<file path="src/qps_pkg.sv">
/*
 * qps_pkg: constants and types for the quad rail power sequencer.
 * assumes a single 20 MHz clock domain.
 */
package qps_pkg;
	// ---------------------------------------------------------------
	// timing
	// ---------------------------------------------------------------
	localparam int unsigned QPS_CLOCK_HZ = 20_000_000;
	localparam int unsigned QPS_DELAY_MS = 190;
	localparam int unsigned QPS_DELAY_CYCLES = (QPS_CLOCK_HZ / 1000) * QPS_DELAY_MS;
	localparam int unsigned QPS_CNT_W = 23;
	localparam int unsigned QPS_SENSE_N = 4;

	// ---------------------------------------------------------------
	// states
	// ---------------------------------------------------------------
	typedef enum logic [2:0] {
		QPS_WAIT_FIRST = 3'h0,
		QPS_DELAY_FIRST = 3'h1,
		QPS_CHAIN = 3'h2,
		QPS_DELAY_GOOD = 3'h3,
		QPS_GOOD = 3'h4
	} qps_state_t;
endpackage : qps_pkg

</file>
<file path="src/qps_delay_if.sv">
/*
 * qps_delay_if: run/done link between the sequencer and its delay counter.
 * assumes both ends share one clock.
 */
`timescale 1ns/1ps
`default_nettype none
interface qps_delay_if;
	logic run;
	logic done;
	modport ctrl (output run, input done);
	modport timer (input run, output done);
endinterface : qps_delay_if
`default_nettype wire

</file>
<file path="src/qps_delay_timer.sv">
/*
 * qps_delay_timer: counts while run is high, done once the terminal count is reached.
 * assumes run drops to restart the count.
 */
`timescale 1ns/1ps
`default_nettype none
module qps_delay_timer
	import qps_pkg::*;
#(
	parameter int unsigned TERMINAL = QPS_DELAY_CYCLES
) (
	input wire logic clock,
	input wire logic arst_n,
	qps_delay_if.timer dly
);
	logic [QPS_CNT_W-1:0] count_reg;

	// ---------------------------------------------------------------
	// counter, cleared whenever run is low
	// ---------------------------------------------------------------
	always_ff @(posedge clock or negedge arst_n) begin
		if (!arst_n) begin
			count_reg <= '0;
		end else if (!dly.run) begin
			count_reg <= '0;
		end else if (count_reg != QPS_CNT_W'(TERMINAL)) begin
			count_reg <= count_reg + QPS_CNT_W'(1);
		end
	end

	assign dly.done = dly.run && (count_reg == QPS_CNT_W'(TERMINAL));
endmodule : qps_delay_timer
`default_nettype wire

</file>
<file path="src/qps_sequencer.sv">
/*
 * qps_sequencer: quad rail sequencer, three chained regulator enables and power good.
 * assumes comparator flags from outside the clock domain, high when rail is above 0.6 V.
 */
// Function
// - while the first rail is below threshold the first enable stays low.
// - the first enable rises 190 ms after the first rail reaches threshold.
// - the second rail above threshold raises the second enable, the third likewise the third.
// - power good is formed from the AND of the three enables after the last supply is up.
// - power good asserts 190 ms after its condition becomes true.
// - any rail below threshold during power-up keeps power good low.
// - with all rails up and power good asserted, the block latches into a power-good mode.
// - in that mode a first-rail fault drops power good and all enables at once.
// - in that mode a fault on rails two to four drops power good only.
// - any rail below the 0.6 V threshold counts as a fault.
// - enables are active high, driven low when off.
`timescale 1ns/1ps
`default_nettype none
module qps_sequencer
	import qps_pkg::*;
#(
	parameter int unsigned DELAY_CYCLES = QPS_DELAY_CYCLES
) (
	input wire logic clock,
	input wire logic arst_n,
	input wire logic rail_sense_first,
	input wire logic rail_sense_second,
	input wire logic rail_sense_third,
	input wire logic rail_sense_fourth,
	output logic regulator_enable_first,
	output logic regulator_enable_second,
	output logic regulator_enable_third,
	output logic system_power_good
);
	logic [QPS_SENSE_N-1:0] sense_raw;
	logic [QPS_SENSE_N-1:0] sync1_reg;
	logic [QPS_SENSE_N-1:0] sync2_reg;
	qps_state_t state_reg;
	qps_state_t state_next;
	logic en1_next;
	logic en2_next;
	logic en3_next;
	logic good_next;
	logic all_up;

	qps_delay_if dly ();

	// ---------------------------------------------------------------
	// input synchronisers
	// ---------------------------------------------------------------
	assign sense_raw = {rail_sense_fourth, rail_sense_third, rail_sense_second,
		rail_sense_first};

	always_ff @(posedge clock or negedge arst_n) begin
		if (!arst_n) begin
			sync1_reg <= '0;
			sync2_reg <= '0;
		end else begin
			sync1_reg <= sense_raw;
			sync2_reg <= sync1_reg;
		end
	end

	// a low flag means the rail is under 0.6 V
	assign all_up = &sync2_reg;

	// ---------------------------------------------------------------
	// shared delay counter
	// ---------------------------------------------------------------
	qps_delay_timer #(
		.TERMINAL(DELAY_CYCLES)
	) u_timer (
		.clock(clock),
		.arst_n(arst_n),
		.dly(dly)
	);

	assign dly.run = ((state_reg == QPS_DELAY_FIRST) && sync2_reg[0]) ||
		((state_reg == QPS_DELAY_GOOD) && all_up);

	// ---------------------------------------------------------------
	// next state and outputs
	// ---------------------------------------------------------------
	always_comb begin
		state_next = state_reg;
		en1_next = 1'b0;
		en2_next = 1'b0;
		en3_next = 1'b0;
		good_next = 1'b0;
		case (state_reg)
			QPS_WAIT_FIRST: begin
				if (sync2_reg[0]) begin
					state_next = QPS_DELAY_FIRST;
				end
			end
			QPS_DELAY_FIRST: begin
				if (!sync2_reg[0]) begin
					state_next = QPS_WAIT_FIRST;
				end else if (dly.done) begin
					state_next = QPS_CHAIN;
					en1_next = 1'b1;
				end
			end
			QPS_CHAIN, QPS_DELAY_GOOD: begin
				en1_next = sync2_reg[0];
				en2_next = sync2_reg[0] && sync2_reg[1];
				en3_next = en2_next && sync2_reg[2];
				if (!sync2_reg[0]) begin
					state_next = QPS_WAIT_FIRST;
				end else if (state_reg == QPS_CHAIN) begin
					if (en1_next && en2_next && en3_next && sync2_reg[3]) begin
						state_next = QPS_DELAY_GOOD;
					end
				end else if (!all_up) begin
					state_next = QPS_CHAIN;
				end else if (dly.done) begin
					state_next = QPS_GOOD;
					good_next = en1_next && en2_next && en3_next;
				end
			end
			QPS_GOOD: begin
				if (!sync2_reg[0]) begin
					state_next = QPS_WAIT_FIRST;
				end else begin
					en1_next = 1'b1;
					en2_next = 1'b1;
					en3_next = 1'b1;
					good_next = all_up;
				end
			end
			default: begin
				state_next = QPS_WAIT_FIRST;
			end
		endcase
	end

	// ---------------------------------------------------------------
	// state register
	// ---------------------------------------------------------------
	always_ff @(posedge clock or negedge arst_n) begin
		if (!arst_n) begin
			state_reg <= QPS_WAIT_FIRST;
		end else begin
			state_reg <= state_next;
		end
	end

	// ---------------------------------------------------------------
	// registered outputs, active high enables
	// ---------------------------------------------------------------
	// first enable, low whenever rail one is not confirmed up
	always_ff @(posedge clock or negedge arst_n) begin
		if (!arst_n) begin
			regulator_enable_first <= 1'b0;
		end else begin
			regulator_enable_first <= en1_next;
		end
	end

	// second enable, follows the chain from the first
	always_ff @(posedge clock or negedge arst_n) begin
		if (!arst_n) begin
			regulator_enable_second <= 1'b0;
		end else begin
			regulator_enable_second <= en2_next;
		end
	end

	// third enable, follows the chain from the second
	always_ff @(posedge clock or negedge arst_n) begin
		if (!arst_n) begin
			regulator_enable_third <= 1'b0;
		end else begin
			regulator_enable_third <= en3_next;
		end
	end

	// power good, only ever set from the delay or good states
	always_ff @(posedge clock or negedge arst_n) begin
		if (!arst_n) begin
			system_power_good <= 1'b0;
		end else begin
			system_power_good <= good_next;
		end
	end
endmodule : qps_sequencer
`default_nettype wire

</file>
<file path="config.mk">
export PLATFORM = sky130hd
export DESIGN_NAME = qps_sequencer
export DESIGN_NICKNAME = d
export VERILOG_FILES = /design/src/qps_pkg.sv /design/src/qps_delay_if.sv /design/src/qps_delay_timer.sv /design/src/qps_sequencer.sv
export SDC_FILE = /design/constraint.sdc
export NUM_CORES = 1
export LEC_CHECK = 0
export CAP_MARGIN = 40
export CORE_MARGIN = 3
export CORE_UTILIZATION = 44
export DETAILED_ROUTE_END_ITERATION = 8
export DONT_BUFFER_PORTS = 1
export GPL_TIMING_DRIVEN = 0
export SYNTH_ARGS = -nofsm -noshare
export SYNTH_HDL_FRONTEND = slang
export SYNTH_HIERARCHICAL = 1
export SYNTH_SLANG_ARGS = --single-unit
export TNS_END_PERCENT = 100
</file>
<file path="constraint.sdc">
create_clock -name clock -period 2.88 [get_ports clock]
set_clock_uncertainty 0.05 [all_clocks]
set_input_delay 0 -clock clock [delete_from_list [all_inputs] [get_ports clock]]
set_output_delay 0 -clock clock [all_outputs]
set_load 0.03 [all_outputs]
</file>
==> metrics, run 1 <==
status finished clean; io pins 10; syn nets 180; Final Wtd Congestion 0.807; f_max 0.403 GHz; Max Buffers Root-to-Sink 2; Rows 22; first-pass detailed-route iteration total 4; count of final hold-check violations 0; Worst Path Arrival 2640 ps; Slew headroom 0.539; CTS H-tree lvls 2; number of global-route vias before repair 1,386; fin crit period 2480 ps; top sig layer met4; WL met1 1620 um; slowest cell delay on critical path 620 ps; average size of a mapped cell 10.5 um^2; initial antenna violation count 0; Syn Std Cell Area 1800 um^2; CP Cell Sequence nand2b_1 -> a211oi_1 -> inv_1 -> nor3_1 -> nand4b_1 -> o2bb2ai_1; Slowest-stage cell, CP a211oi_1; post-route clock period utilization 0.861; RR Endpoint state_reg[2]$_DFFE_PN0P_; Hold Slack 116 ps; initial core utilization 0.474; Async SR Flop Fraction 1.00; RSZ-0062 raised after global routing false; met2 wire len 1730 um; Synth Register Bits 38; Critical Path Sink Type register; proportion of layout cells with a drive suffix above 1 0.113; CTS tree done; Most used DFF post-synth dfrtp_1; Die X 70.0 um; first-pass GRT wire length 6360 um; Worst VDD drop 0.000239 V; Synth cell types 41; largest net degree at the start of global routing 39; Overflow after GRT 0; Crit Path Max Fanout 6; vias per cell 5.74; final setup vio count 0; Synth Warn # 6; Num CTS Buffers 5; Vias 1,342; Gate Count Post-Synth 172; Worst Path Class, Setup register to register; root buf cell clkbuf_8; diode count 0; Setup Buffers After CTS 0; worst r2r path cells 6; clock-pin slew on the worst setup and hold paths 70 ps; R2R setup slack 400 ps; P_leak 0.819 nW; Slew Viols, Final 0; area of the core 3800 um^2; HP Class input pin to asynchronous set/reset pin; gr usage total 0.161; TNS Setup 0 ps; leading area contributor after synthesis dfrtp_1; RR Startpoint state_reg[2]$_DFFE_PN0P_; PD cells 475 nW/um^2; top cells by area, synth dfrtp_1, xor2_1, a21oi_1, nand4_1, or3_1; clk sinks 38; number of synthesized flops with an enable pin 0; Antenna Nets Post-Route 0; Worst-Margin Slew 688 ps; Synth-to-Final Area Change 12.5%; Pwr Total 0.000963 W; Seq/Total Area, Yosys 0.528; nets 193; hpwl dp 2370 um; CP Launch Type register; Synth top area share 0.528; Req. time, crit path 3040 ps; number of fill cells 322; full die area 4900 um^2; max reg flops 23; WL/cell 15.0 um; die height 70.0 um; PostCTS Resize Cnt 0; WL final 3510 um; DRC errors left 0; met3 wire len 109 um; Max Cap Viol 0; cts hold-fix bufs 6; Worst-Skew Late Latency 290 ps; # port buffers 0; Iter 0 DRT Violations 90
## critical path: cells and delay by family (launching register included)
family / cells / cell delay (ps)
compound gates: 2 / 820
flops: 1 / 420
buf+inv: 1 / 190
simple gates: 3 / 920
## stage by stage
stage / setup slack [ps] / std cells / util / area [um^2]
floorplan: 1000 / 172 / - / 1800
global placement: 576 / 220 / 0.490 / 1860
detailed placement: 484 / 220 / 0.490 / 1860
CTS: 457 / 234 / 0.533 / 2030
global route: 301 / 234 / 0.533 / 2030
finish: 401 / 234 / 0.533 / 2030
## cell families after synthesis
logic type      Yosys count  share of synthesized area
simple gates             71                      0.236
flops                    38                      0.528
compound gates           37                      0.133
buf+inv                  15                     0.0452
xor+xnor                  9                     0.0438
fa+ha+maj                 2                     0.0139
## Yosys cell counts (3+ instances only)
cell type and number:
and4_1 5, nor3_1 5, dfrtp_1 38, and3_1 3
nand3_1 8, xor2_1 8, or4_1 3, nand2_1 7
nand4_1 8, nor2_1 9, inv_1 7, o31ai_1 3
o21ai_0 8, or3_1 8, a21oi_1 13
## cells in the final DEF (no fill, tap or decap), drive strengths merged, types with 3 or more instances in the layout
master / count
a21oi: 14
nand3: 8
clkbuf: 8
nand2: 7
o31ai: 3
nand4: 9
and3: 4
and4: 5
or3: 8
o21ai: 8
buf: 7
dlygate4sd3: 5
xor2: 8
or4: 3
dfrtp: 38
nor2: 9
nor3: 5
inv: 7
## how the worst max path moves through the flow
stage,slack [ps],cells past startpoint,endpoint,start
3_3_place_gp,580,6,state_reg[1]$_DFFE_PN0P_,state_reg[2]$_DFFE_PN0P_
4_1_cts,460,6,state_reg[2]$_DFFE_PN0P_,state_reg[2]$_DFFE_PN0P_
2_1_floorplan,1000,6,state_reg[1]$_DFFE_PN0P_,state_reg[2]$_DFFE_PN0P_
6_report,400,6,state_reg[2]$_DFFE_PN0P_,state_reg[2]$_DFFE_PN0P_
5_1_grt,300,6,state_reg[2]$_DFFE_PN0P_,state_reg[2]$_DFFE_PN0P_
3_5_place_dp,480,6,state_reg[2]$_DFFE_PN0P_,state_reg[2]$_DFFE_PN0P_
## final cells by class
class | instances | area [um^2] | share of cell area
sequential | 38 | 951 | 0.469
multi-input combinational | 119 | 768 | 0.379
clock buffer | 6 | 82.6 | 0.0408
timing repair buffer | 6 | 70.1 | 0.0346
tap | 48 | 60.1 | 0.0296
buffer | 8 | 55.1 | 0.0272
inverter | 7 | 26.3 | 0.0130
clock inverter | 2 | 12.5 | 0.00618
## power breakdown
part	total [W]	switching, W	internal, W
sequential	0.000548	0.00000703	0.000541
clock	0.000378	0.000186	0.000192
combinational	0.0000363	0.0000232	0.0000131
## per-layer routing
layer,track usage,vias to the layer above
met2,0.262,23
met1,0.207,656
met3,0.0388,5
li1,-,658
met5,0,-
met4,0.0596,0
No activity file was read; power rests on OpenSTA's default activity.
==> run 2, diff against run 1 <==
- PLACE_DENSITY_LB_ADDON: not set -> 0.08
==> run 2 against run 1 <==
Net effect:
- maximum frequency is 1.5% higher
- cell count stayed put
- core utilization is 0.49 points higher
- die area stayed put
- clock-buffer cell count is 1 lower
- register-to-register slack better by 40 ps
- combinational power hardly changed
- global-route usage is 0.88 points lower
- worst hold slack worse by 11 ps
- setup slack better by 36 ps
==> metrics, run 2 (same netlist as run 1, synthesis figures left out) <==
sequential share of power 0.531; Worst-Skew Late Latency 290 ps; vias per cell 5.80; RR Startpoint state_reg[2]$_DFFE_PN0P_; HP Class input pin to asynchronous set/reset pin; status finished clean; root buf cell clkbuf_8; CTS H-tree lvls 2; Worst-Margin Slew 718 ps; Comb pwr share 0.035; Slew headroom 0.518; RR Endpoint state_reg[1]$_DFFE_PN0P_; final setup vio count 0; Critical Path End state_reg[1]$_DFFE_PN0P_; WL final 3440 um; PnR worst setup slack 437 ps; Worst Path Class, Setup register to register; clk sinks 38; P_leak 0.822 nW; largest net degree at the start of global routing 39; WL/cell 14.7 um; clock-pin slew on the worst setup and hold paths 80 ps; worst r2r path cells 6; proportion of layout cells with a drive suffix above 1 0.113; Crit Path Max Fanout 6; gr usage total 0.152; CP Launch Type register; Worst Setup SP state_reg[2]$_DFFE_PN0P_; TNS Setup 0 ps; max reg flops 23; fraction of power spent switching nets 0.213; f_max 0.409 GHz; count of final hold-check violations 0; diode count 0; Setup Buffers After CTS 0; die height 70.0 um; Place WS 499 ps; Req. time, crit path 3020 ps; number of global-route vias before repair 1,291; most common cell after layout, fill and taps aside dfrtp_1; nets 193; io pins 10; initial antenna violation count 0; Worst VDD drop 0.000360 V; Num CTS Buffers 5; hpwl dp 2400 um; fin crit period 2440 ps; post-route clock period utilization 0.848; Slew Viols, Final 0; Vias 1,357; Max Cap Viol 0; clock network power share 0.433; most frequent cells in the layout dfrtp_1, a21oi_1, nor2_1; Critical Path Sink Type register; Final Wtd Congestion 0.780; Iter 0 DRT Violations 87; Overflow after GRT 0; Worst Path Arrival 2580 ps; R2R setup slack 440 ps; Antenna Nets Post-Route 0; initial core utilization 0.474; CTS tree done; Max Buffers Root-to-Sink 2; Net Sw Power 0.000220 W; Synth-to-Final Area Change 13.6%; DRC errors left 0; Rows 22; Pwr Total 0.00103 W; area of the core 3800 um^2; # port buffers 0; number of fill cells 355; first-pass detailed-route iteration total 4; RSZ-0062 raised after global routing false; Cell Int Power 0.000811 W; full die area 4900 um^2; Die X 70.0 um; first-pass GRT wire length 5960 um; PD cells 505 nW/um^2
## run 2: changes by cell type in the layout (fill, tap and decap cells not counted)
cell	change
bufinv_16	+1
clkbuf_8	-1
clkinv_2	-1
clkinvlp_4	+1
## run 2: routing by layer
layer	global-route usage	share of wire
met1	0.203	0.49
met2	0.230	0.46
met3	0.0388	0.036
met4	0.0723	0.017
met5	0	0
## run 2: final cells by class
| class | instances | area (um^2) | share of cell area |
|---|---|---|---|
| buffer | 8 | 55.1 | 0.0269 |
| clock buffer | 5 | 68.8 | 0.0337 |
| clock inverter | 3 | 45.0 | 0.0220 |
| inverter | 7 | 26.3 | 0.0129 |
| multi-input combinational | 119 | 768 | 0.376 |
| sequential | 38 | 951 | 0.465 |
| tap | 48 | 60.1 | 0.0294 |
| timing repair buffer | 6 | 70.1 | 0.0343 |
## run 2: critical path, stage by stage, from the launching register on
cell      delay [ps]
dfrtp_1          420
nand2b_1         220
a211oi_1         640
inv_1            190
nor3_1           410
a21oi_1          160
a211oi_1         250
## run 2: power groups by stage
stage                     Clock [W]  Combinational (W)  Sequential [W]
after global routing       0.000485          0.0000414        0.000549
after global placement            0          0.0000170        0.000558
after detailed placement          0          0.0000175        0.000558
after floorplan                   0          0.0000133        0.000556
final                      0.000447          0.0000364        0.000548
after CTS                  0.000461          0.0000371        0.000548
## run 2: how the worst min path moves through the flow
| stage | start | endpoint | slack, ps | depth (start not counted) |
|---|---|---|---|---|
| 6_report | arst_n | u_timer/count_reg[8]$_DFFE_PN0P_ | 110 | 2 |
| 5_1_grt | arst_n | state_reg[0]$_DFFE_PN0P_ | 130 | 2 |
| 4_1_cts | arst_n | u_timer/count_reg[8]$_DFFE_PN0P_ | 100 | 2 |
| 3_5_place_dp | arst_n | u_timer/count_reg[8]$_DFFE_PN0P_ | -340 | 0 |
| 3_3_place_gp | arst_n | u_timer/count_reg[8]$_DFFE_PN0P_ | -340 | 0 |
| 2_1_floorplan | arst_n | regulator_enable_first$_DFF_PN0_ | -350 | 0 |
## run 2: per-stage QoR
stage	std cells	hold slack, ps	instance area, um^2	util
4_1_cts	234	101	2040	0.538
3_3_place_gp	220	-345	1860	0.490
5_1_grt	234	129	2040	0.538
2_1_floorplan	172	-346	1800	-
3_5_place_dp	220	-345	1860	0.490
6_report	234	105	2040	0.538
## run 2: repair_timing
| item | 4_1_cts | 5_1_grt |
|---|---|---|
| hold buffers | 6 | 0 |
| resized for setup | 0 | 0 |
| endpoints found under the hold margin | 42 | 0 |
